### src/shared/cbe_defs.vh
// Offsets, field positions, reset values and encodings of the branch evaluator.
`ifndef CBE_DEFS_VH
`define CBE_DEFS_VH

// Register byte offsets on the AHB-Lite bus.
`define CBE_OFF_CMD 8'h00
`define CBE_OFF_FLAGS 8'h04
`define CBE_OFF_ADDR 8'h08
`define CBE_OFF_DISP 8'h0C
`define CBE_OFF_STATUS 8'h10
`define CBE_OFF_NEXT 8'h14

// Command register fields.
`define CBE_CMD_KIND_LSB 0
`define CBE_CMD_KIND_MSB 2
`define CBE_CMD_FORM_LSB 4
`define CBE_CMD_FORM_MSB 6
`define CBE_CMD_LONG_BIT 8
`define CBE_CMD_TBIT_BIT 12

// Flag register bit positions.
`define CBE_FLAG_CY 0
`define CBE_FLAG_PV 1
`define CBE_FLAG_AC 2
`define CBE_FLAG_Z 3
`define CBE_FLAG_S 4

// Status register fields.
`define CBE_STAT_DONE_BIT 0
`define CBE_STAT_TAKEN_BIT 1
`define CBE_STAT_BUSY_BIT 2
`define CBE_STAT_LEN_LSB 8
`define CBE_STAT_LEN_MSB 10

// Reset values.
`define CBE_RST_CMD 13'h0000
`define CBE_RST_KIND 3'h0
`define CBE_RST_FORM 3'h0
`define CBE_RST_FLAGS 5'h00
`define CBE_RST_ADDR 20'h00000
`define CBE_RST_DISP 8'h00

// Branch kinds.
`define CBE_K_NEGATIVE 3'h0
`define CBE_K_SLESS 3'h1
`define CBE_K_SGEQ 3'h2
`define CBE_K_SLEQ 3'h3
`define CBE_K_SGREATER 3'h4
`define CBE_K_UNOTABOVE 3'h5
`define CBE_K_UABOVE 3'h6
`define CBE_K_BITCLEAR 3'h7

// Operand forms of the bit-clear test branch.
`define CBE_F_REGISTER 3'h0
`define CBE_F_FLAGLOW 3'h1
`define CBE_F_FLAGHIGH 3'h2
`define CBE_F_INDIRECT 3'h3
`define CBE_F_SFR 3'h4
`define CBE_F_SHORTDIR 3'h5
`define CBE_F_ABS16 3'h6
`define CBE_F_ABS24 3'h7

// Instruction lengths in bytes.
`define CBE_LEN_NEG 3'h2
`define CBE_LEN_MAG 3'h3
`define CBE_LEN_BIT_SHORT 3'h3
`define CBE_LEN_SFR 3'h4
`define CBE_LEN_SDIR_SHORT 3'h4
`define CBE_LEN_SDIR_LONG 3'h5
`define CBE_LEN_ABS16 3'h6
`define CBE_LEN_ABS24 3'h7

`endif

### src/rtl/cbe_branch_eval.v
// Conditional branch evaluator with an AHB-Lite register slave.
//
// Design decisions made here: the register addresses and register access over AHB-Lite.
`timescale 1ns/1ps
`include "cbe_defs.vh"

module cbe_branch_eval (
  // Clock and reset
  input wire hclk,
  input wire hresetn,
  // AHB-Lite slave
  input wire hsel,
  input wire [31:0] haddr,
  input wire [1:0] htrans,
  input wire hwrite,
  input wire [2:0] hsize,
  input wire [2:0] hburst,
  input wire [3:0] hprot,
  input wire hmastlock,
  input wire hready,
  input wire [31:0] hwdata,
  output wire hreadyout,
  output wire hresp,
  output reg [31:0] hrdata,
  // Result towards the core
  output reg [19:0] next_pc,
  output reg branch_taken,
  output reg result_valid,
  output wire [4:0] flags_out
);

  // One-hot evaluation states.
  localparam ST_IDLE = 3'b001;
  localparam ST_EVAL = 3'b010;
  localparam ST_DONE = 3'b100;

  // Data-phase state of the bus.
  reg dp_write;
  reg dp_read;
  reg [7:0] dp_addr;

  // Register map, one aligned word each:
  //   CMD    kind, operand form, short-direct long flag, tested bit value.
  //   FLAGS  sign, zero, aux carry, overflow/parity and carry flags.
  //   ADDR   address of the branch instruction being evaluated.
  //   DISP   signed relative offset byte.
  //   STATUS done, taken, busy and the instruction length used.
  //   NEXT   address at which the core continues.
  // Unmapped offsets read as zero and ignore writes.
  reg [2:0] cmd_kind;
  reg [2:0] cmd_form;
  reg cmd_long;
  reg cmd_tbit;
  reg [4:0] flag_word_low;
  reg [19:0] instr_addr;
  reg [7:0] relative_offset_byte;
  reg status_done;
  reg status_taken;
  reg [2:0] status_len;

  reg [2:0] state;
  reg [2:0] next_state;

  wire addr_phase;
  wire cmd_write;
  wire cond_taken;
  reg [2:0] instr_len;
  wire [19:0] disp_ext;
  wire [19:0] seq_pc;
  wire [19:0] target_pc;
  reg [31:0] next_hrdata;
  reg rd_fill;

  // The slave never signals an error. Reads take one wait state so that
  // their data can leave a flip-flop; writes complete with none.
  assign hreadyout = ~(dp_read & ~rd_fill);
  assign hresp = 1'b0;

  // Only word transfers are acted upon; narrower ones complete silently.
  // Burst, protection and lock qualifiers are accepted and ignored.
  assign addr_phase = hsel & hready & htrans[1] &
                      (hsize == 3'b010);

  // The data-phase copy only advances when the bus is ready, so a read
  // held by its wait state keeps its address and direction.
  always @(posedge hclk or negedge hresetn) begin
    if (!hresetn) begin
      dp_write <= 1'b0;
      dp_read <= 1'b0;
      dp_addr <= 8'h00;
    end else if (hready) begin
      dp_write <= addr_phase & hwrite;
      dp_read <= addr_phase & ~hwrite;
      dp_addr <= haddr[7:0];
    end
  end

  assign cmd_write = dp_write & (dp_addr == `CBE_OFF_CMD);

  // Register writes in the data phase.
  // Write data stands only in the data phase, hence the registered address.
  // Writes to STATUS and NEXT are dropped, as both are read-only.
  always @(posedge hclk or negedge hresetn) begin
    if (!hresetn) begin
      cmd_kind <= `CBE_RST_KIND;
      cmd_form <= `CBE_RST_FORM;
      cmd_long <= 1'b0;
      cmd_tbit <= 1'b0;
      flag_word_low <= `CBE_RST_FLAGS;
      instr_addr <= `CBE_RST_ADDR;
      relative_offset_byte <= `CBE_RST_DISP;
    end else if (dp_write) begin
      case (dp_addr)
        `CBE_OFF_CMD: begin
          cmd_kind <= hwdata[`CBE_CMD_KIND_MSB:`CBE_CMD_KIND_LSB];
          cmd_form <= hwdata[`CBE_CMD_FORM_MSB:`CBE_CMD_FORM_LSB];
          cmd_long <= hwdata[`CBE_CMD_LONG_BIT];
          cmd_tbit <= hwdata[`CBE_CMD_TBIT_BIT];
        end
        `CBE_OFF_FLAGS: begin
          flag_word_low <= hwdata[4:0];
        end
        `CBE_OFF_ADDR: begin
          instr_addr <= hwdata[19:0];
        end
        `CBE_OFF_DISP: begin
          relative_offset_byte <= hwdata[7:0];
        end
        default: begin
          cmd_kind <= cmd_kind;
        end
      endcase
    end
  end

  // Flags are only ever written by software, never by an evaluation.
  // Branch forms that modify a flag bit are handled elsewhere in the core.
  assign flags_out = flag_word_low;

  // Condition test against the flag register and the tested bit.
  cbe_cond u_cond (
    .kind(cmd_kind),
    .flags(flag_word_low),
    .test_bit(cmd_tbit),
    .taken(cond_taken)
  );

  // Instruction length by kind and, for the bit test, by operand form.
  // The short direct form has two encodings; the long flag in the command
  // picks the five-byte one over the four-byte one.
  always @* begin
    instr_len = `CBE_LEN_MAG;
    if (cmd_kind == `CBE_K_NEGATIVE) begin
      instr_len = `CBE_LEN_NEG;
    end else if (cmd_kind == `CBE_K_BITCLEAR) begin
      case (cmd_form)
        `CBE_F_REGISTER: instr_len = `CBE_LEN_BIT_SHORT;
        `CBE_F_FLAGLOW: instr_len = `CBE_LEN_BIT_SHORT;
        `CBE_F_FLAGHIGH: instr_len = `CBE_LEN_BIT_SHORT;
        `CBE_F_INDIRECT: instr_len = `CBE_LEN_BIT_SHORT;
        `CBE_F_SFR: instr_len = `CBE_LEN_SFR;
        `CBE_F_SHORTDIR: begin
          instr_len = cmd_long ? `CBE_LEN_SDIR_LONG : `CBE_LEN_SDIR_SHORT;
        end
        `CBE_F_ABS16: instr_len = `CBE_LEN_ABS16;
        `CBE_F_ABS24: instr_len = `CBE_LEN_ABS24;
        default: instr_len = `CBE_LEN_BIT_SHORT;
      endcase
    end
  end

  // Address arithmetic wraps within the 20-bit space.
  // Every upper address bit copies the offset's sign bit, so a negative
  // offset steps backwards from the next instruction.
  genvar gi;
  generate
    for (gi = 8; gi < 20; gi = gi + 1) begin : g_sext
      assign disp_ext[gi] = relative_offset_byte[7];
    end
  endgenerate
  assign disp_ext[7:0] = relative_offset_byte;
  assign seq_pc = instr_addr + {17'h00000, instr_len};
  assign target_pc = seq_pc + disp_ext;

  // A command write launches one evaluation, finished on the second edge after its data phase begins.
  // The command lands at the end of its data phase, the state machine
  // spends one cycle in evaluation with busy set, and the result pulse
  // appears in the cycle after that. A further command write during
  // evaluation restarts it, so the earlier result is never reported.
  always @* begin
    next_state = state;
    case (state)
      ST_IDLE: begin
        if (cmd_write) begin
          next_state = ST_EVAL;
        end
      end
      ST_EVAL: begin
        next_state = cmd_write ? ST_EVAL : ST_DONE;
      end
      ST_DONE: begin
        next_state = cmd_write ? ST_EVAL : ST_IDLE;
      end
      default: begin
        next_state = ST_IDLE;
      end
    endcase
  end

  always @(posedge hclk or negedge hresetn) begin
    if (!hresetn) begin
      state <= ST_IDLE;
    end else begin
      state <= next_state;
    end
  end

  // Result capture; a new command write restarts and drops the old result.
  // The next address and the status word hold until the next evaluation;
  // only the valid and taken pulses fall back to zero.
  always @(posedge hclk or negedge hresetn) begin
    if (!hresetn) begin
      next_pc <= `CBE_RST_ADDR;
      branch_taken <= 1'b0;
      result_valid <= 1'b0;
      status_done <= 1'b0;
      status_taken <= 1'b0;
      status_len <= 3'h0;
    end else begin
      branch_taken <= 1'b0;
      result_valid <= 1'b0;
      if (state == ST_EVAL && !cmd_write) begin
        result_valid <= 1'b1;
        branch_taken <= cond_taken;
        status_done <= 1'b1;
        status_taken <= cond_taken;
        status_len <= instr_len;
        if (cond_taken) begin
          next_pc <= target_pc;
        end else begin
          next_pc <= seq_pc;
        end
      end else if (cmd_write) begin
        status_done <= 1'b0;
        status_taken <= 1'b0;
      end
    end
  end

  // Read data is a plain mux of registers over the data-phase address.
  // Fields that a register lacks read as zero.
  always @* begin
    next_hrdata = 32'h00000000;
    case (dp_addr)
      `CBE_OFF_CMD: begin
        next_hrdata[`CBE_CMD_KIND_MSB:`CBE_CMD_KIND_LSB] = cmd_kind;
        next_hrdata[`CBE_CMD_FORM_MSB:`CBE_CMD_FORM_LSB] = cmd_form;
        next_hrdata[`CBE_CMD_LONG_BIT] = cmd_long;
        next_hrdata[`CBE_CMD_TBIT_BIT] = cmd_tbit;
      end
      `CBE_OFF_FLAGS: next_hrdata[4:0] = flag_word_low;
      `CBE_OFF_ADDR: next_hrdata[19:0] = instr_addr;
      `CBE_OFF_DISP: next_hrdata[7:0] = relative_offset_byte;
      `CBE_OFF_STATUS: begin
        next_hrdata[`CBE_STAT_DONE_BIT] = status_done;
        next_hrdata[`CBE_STAT_TAKEN_BIT] = status_taken;
        next_hrdata[`CBE_STAT_BUSY_BIT] = (state == ST_EVAL);
        next_hrdata[`CBE_STAT_LEN_MSB:`CBE_STAT_LEN_LSB] = status_len;
      end
      `CBE_OFF_NEXT: next_hrdata[19:0] = next_pc;
      default: next_hrdata = 32'h00000000;
    endcase
  end

  // The word is loaded in the first data-phase cycle of a read and stands
  // in the second, when hreadyout is high; a read straight after a write
  // therefore sees the new value.
  always @(posedge hclk or negedge hresetn) begin
    if (!hresetn) begin
      rd_fill <= 1'b0;
      hrdata <= 32'h00000000;
    end else begin
      rd_fill <= dp_read & ~rd_fill;
      if (dp_read & ~rd_fill) begin
        hrdata <= next_hrdata;
      end else if (hready) begin
        hrdata <= 32'h00000000;
      end
    end
  end

endmodule // cbe_branch_eval

### src/rtl/cbe_cond.v
// Condition test of the conditional branches against the status flags.
`timescale 1ns/1ps
`include "cbe_defs.vh"

module cbe_cond (
  // Selected branch kind
  input wire [2:0] kind,
  // Status flags and tested bit
  input wire [4:0] flags,
  input wire test_bit,
  // Decision
  output reg taken
);

  wire sign_flag;
  wire zero_flag;
  wire ovf_flag;
  wire carry_flag;
  wire signed_less;

  assign sign_flag = flags[`CBE_FLAG_S];
  assign zero_flag = flags[`CBE_FLAG_Z];
  assign ovf_flag = flags[`CBE_FLAG_PV];
  assign carry_flag = flags[`CBE_FLAG_CY];
  // Overflow corrects the sign, so signed order uses their difference.
  assign signed_less = ovf_flag ^ sign_flag;

  always @* begin
    case (kind)
      `CBE_K_NEGATIVE: taken = sign_flag;
      `CBE_K_SLESS: taken = signed_less;
      `CBE_K_SGEQ: taken = ~signed_less;
      `CBE_K_SLEQ: taken = signed_less | zero_flag;
      `CBE_K_SGREATER: taken = ~(signed_less | zero_flag);
      `CBE_K_UNOTABOVE: taken = zero_flag | carry_flag;
      `CBE_K_UABOVE: taken = ~(zero_flag | carry_flag);
      `CBE_K_BITCLEAR: taken = ~test_bit;
      default: taken = 1'b0;
    endcase
  end

endmodule // cbe_cond

### config.mk
export PLATFORM = sky130hd
export DESIGN_NAME = cbe_branch_eval
export DESIGN_NICKNAME = d
export VERILOG_FILES = /design/src/rtl/cbe_branch_eval.v /design/src/rtl/cbe_cond.v
export VERILOG_INCLUDE_DIRS = /design/src /design/src/shared
export SDC_FILE = /design/constraint.sdc
export NUM_CORES = 1
export LEC_CHECK = 0
export ABC_AREA = 1
export BUFFER_PORTS_ARGS = -buffer_cell sky130_fd_sc_hd__buf_4
export CORE_UTILIZATION = 55
export CTS_BUF_LIST = sky130_fd_sc_hd__clkbuf_8
export CTS_CLUSTER_SIZE = 24
export DETAILED_ROUTE_END_ITERATION = 16
export PLACE_DENSITY = 0.83
export SYNTH_ARGS = -nofsm -noshare
export SYNTH_HDL_FRONTEND = slang
export SYNTH_SLANG_ARGS = --single-unit
### constraint.sdc
create_clock -name hclk -period 6.55 [get_ports hclk]
set_input_delay 0 -clock hclk [delete_from_list [all_inputs] [get_ports hclk]]
set_output_delay 0 -clock hclk [all_outputs]
set_load 0.1 [all_outputs]
==> flow_summary.yaml <==
global_route:
  grt_pass1_vias: 5520
  grt_first_pass_wirelength_um: 27350
  grt_usage_pct: 30.03
  grt_max_degree: 78
  grt_overflow: 0
  antenna_found_initial: 0
run:
  maxCapViolCount: 0
worst_hold_path:
  hold_path_class: "input pin to async pin"
synthesis:
  netlist_area_mm2: 0.006332
  ys.warnings.count: 0
  yosys.area.top_type: "dfrtp_1"
  ys.flop_type: "dfrtp_1"
  synth_edf_count: 0
  avgSynthCellArea_um2: 7.751
  ys_async_sr_fraction_pct: 100.0
  yosysSeqAreaShare_pct: 40.33
  synth.distinct_cells: 49
  synth-seq-cells: 102
  synth_area_leaders: "dfrtp_1 (40%), nand2_1 (14%), inv_1 (5.1%)"
  syn_inst: 817
  synth_top_area_share_pct: 39.91
finish:
  antenna_cells: 0
  layout.nets: 1040
  drive_gt1_share_pct: 16.72
  area_growth_pct: 19.66
drt:
  vias: 5878
  wire_per_inst_um: 15.75
  met3_length_um: 1425
  dr_wl_met2_um: 7436
  drt_first_pass_iters: 6
  viasPerCell: 5.448
  top_layer_used: "met4"
  wl_met1_um: 7932
  final_antenna_net_count: 0
  drt_iter0_markers: 533
  drt-total-wl_um: 17000
  drc_errors: 0
floorplan:
  dieArea_mm2: 0.01195
  die_w_um: 109.3
  ios: 143
  coreArea_mm2: 0.01103
  initial_core_util_pct: 57.41
  die_y_um: 109.3
  num_rows: 38
cts:
  numCtsBuffers: 9
  cts.sinks: 102
  cts_tree: "built"
  cts_root_buf: "clkbuf_8"
  htree_num_levels: 3
  clk_pin_slew_ps: 110
  cts_buffer_depth: 2
  clock_latency_ps: 380
  cts_setup_buffers: 0
sta:
  whs_ps: 77.44
  report.final.slew_viol_count: 0
  slew_headroom_pct: 18.60
  fin_skew_ps: 13.84
  tightest_slew_ps: 1217
  finalSetupTns_ps: 0
  max_freq_mhz: 241.8
  rsz0062_at_grt: "no"
  period_share_pct: 63.14
  hold_violations: 0
  final-setup-viol-count: 0
  min_period_ps: 4136
critical_path:
  crit_path_cell_trace: "nand4_1 > inv_1 > a21oi_1 > ha_1 > inv_1 > fa_1 > nor2_1 > nor2_1 > nor2_1 > nand2_1 > nor2_1 > nand2_1 > xor2_1 > inv_1 > ha_1 > nand2_1 > nor2_1 > nand2_1 > nand3b_1 > nand3_1 > inv_1 > nand2_1 > nand3_1 > a21oi_2"
  critPathLaunchType: "flip-flop"
  cp.required_ps: 6870
  path_max_fanout: 5
  cpPeakStageDelay_ps: 440
  cp-end-kind: "flip-flop"
  path_class: "flip-flop to flip-flop"
  crit_slowest_cell: "dfrtp_1"
  crit_arrival_ps: 4450
power:
  power.total_mw: 1.408
  p_leak_nw: 3.915
  ir_drop_v: 0.0001363
  power_density_mw_per_mm2: 185.9
placed_design:
  place_congestion: 0.9460
  dp_hpwl_um: 12380
  io_buffers: 84
run_status:
  status: "finished clean"
-- report_power, final --
| part | switching, mW | total [mW] | internal [mW] |
|---|---|---|---|
| combinational | 0.233 | 0.359 | 0.127 |
| clock | 0.246 | 0.393 | 0.147 |
| sequential | 0.0142 | 0.656 | 0.642 |
-- timing repair --
item / in CTS / in global routing
hold endpoints to repair: 75 / 0
gates resized for setup: 0 / 0
hold buffers: 41 / 0
-- cell usage after synthesis, types with 8 or more instances --
master	instances
nand4_1	9
buf_4	16
o21ai_1	27
xor2_1	14
o22ai_1	8
a21oi_2	10
inv_1	86
clkbuf_1	8
nor2_1	59
ha_1	22
inv_2	9
a22o_1	12
dfrtp_1	101
nand2_1	229
nand3_1	47
o21ai_0	37
a21oi_1	37
-- sequential cells by signal, indices dropped and copies added, names as in the netlist, 3 cells and up --
name and flops:
hrdata 20, flags_out 5, dp_addr 8, cmd_form 3, next_pc 20, cmd_kind 3
instr_addr 20, state 3, relative_offset_byte 8, status_len 3
-- cells in the final DEF (no fill, tap or decap), types with 7 or more instances in the layout --
cell / n
nand3_1: 47
dfrtp_1: 101
nand2_1: 229
nor2_1: 59
clkbuf_8: 9
inv_1: 86
o22ai_1: 8
conb_1: 13
o21ai_0: 37
a22o_1: 12
ha_1: 22
xnor2_1: 7
buf_4: 86
nand4_1: 9
o21ai_1: 27
dlygate4sd3_1: 41
a21oi_2: 10
xor2_1: 14
inv_2: 9
a21oi_1: 37
-- metrics by stage --
| step | util (%) | setup WS (ps) | cells | area [um2] |
|---|---|---|---|---|
| floorplan | - | 3153 | 829 | 6377 |
| global placement | 63.26 | 2563 | 1022 | 6978 |
| detailed placement | 63.26 | 2555 | 1022 | 6978 |
| CTS | 68.69 | 2513 | 1079 | 7577 |
| global route | 68.69 | 2042 | 1079 | 7577 |
| finish | 68.69 | 2414 | 1079 | 7577 |
-- logic make-up (layout without fill, tap and decap cells) --
logic type,after synthesis,after routing,share of synthesized area [%]
xor gates and xnor gates,22,22,3.162
and+or+nand+nor,379,379,26.16
adders and majority gates,24,24,4.979
buffers and inverters,129,239,9.208
DFF,102,102,40.33
other,1,13,0.05922
AOI/OAI and AO/OA,154,154,14.92
muxes,6,6,1.186
-- path summary, 6_finish.rpt --
| path | startpoint | end | slack, ps | depth (start not counted) |
|---|---|---|---|---|
| setup reg to reg | cmd_kind[0] | next_pc[19] | 2410 | 24 |
| hold / removal | hresetn | instr_addr[1] | 80 | 2 |
| setup / recovery | cmd_kind[0] | next_pc[19] | 2410 | 24 |
| max in group asynchronous | hresetn | instr_addr[9] | 5200 | 3 |
| min in group hclk | hwdata[2] | cmd_kind[2] | 380 | 4 |
| hold reg to reg | hrdata[1] | hrdata[1] | 490 | 2 |
-- routing by layer --
layer	GRT usage, %	up-vias
met4	7.714	0
met2	45.73	251
li1	-	2885
met3	4.979	18
met1	44.50	2724
met5	0	-
-- critical path: cells and delay by family (launching register included) --
| family | cells | cell delay, ps |
|---|---|---|
| AO/OA/AOI/OAI | 2 | 380 |
| XOR/XNOR | 1 | 240 |
| adder cells (fa/ha/maj) | 3 | 980 |
| buffers and inverters | 4 | 290 |
| flip-flops | 1 | 440 |
| AND/OR/NAND/NOR | 14 | 1730 |
-- area by class of cell --
type / instances / area, um2
Tap cell: 140 / 175.2
Multi-Input combinational cell: 598 / 3241
Sequential cell: 102 / 2554
Inverter: 96 / 362.8
Timing Repair Buffer: 127 / 1056
Clock inverter: 7 / 65.06
Clock buffer: 9 / 123.9
Fill cell: 941 / 3453
Note: power is estimated with default switching activity, not from simulation.
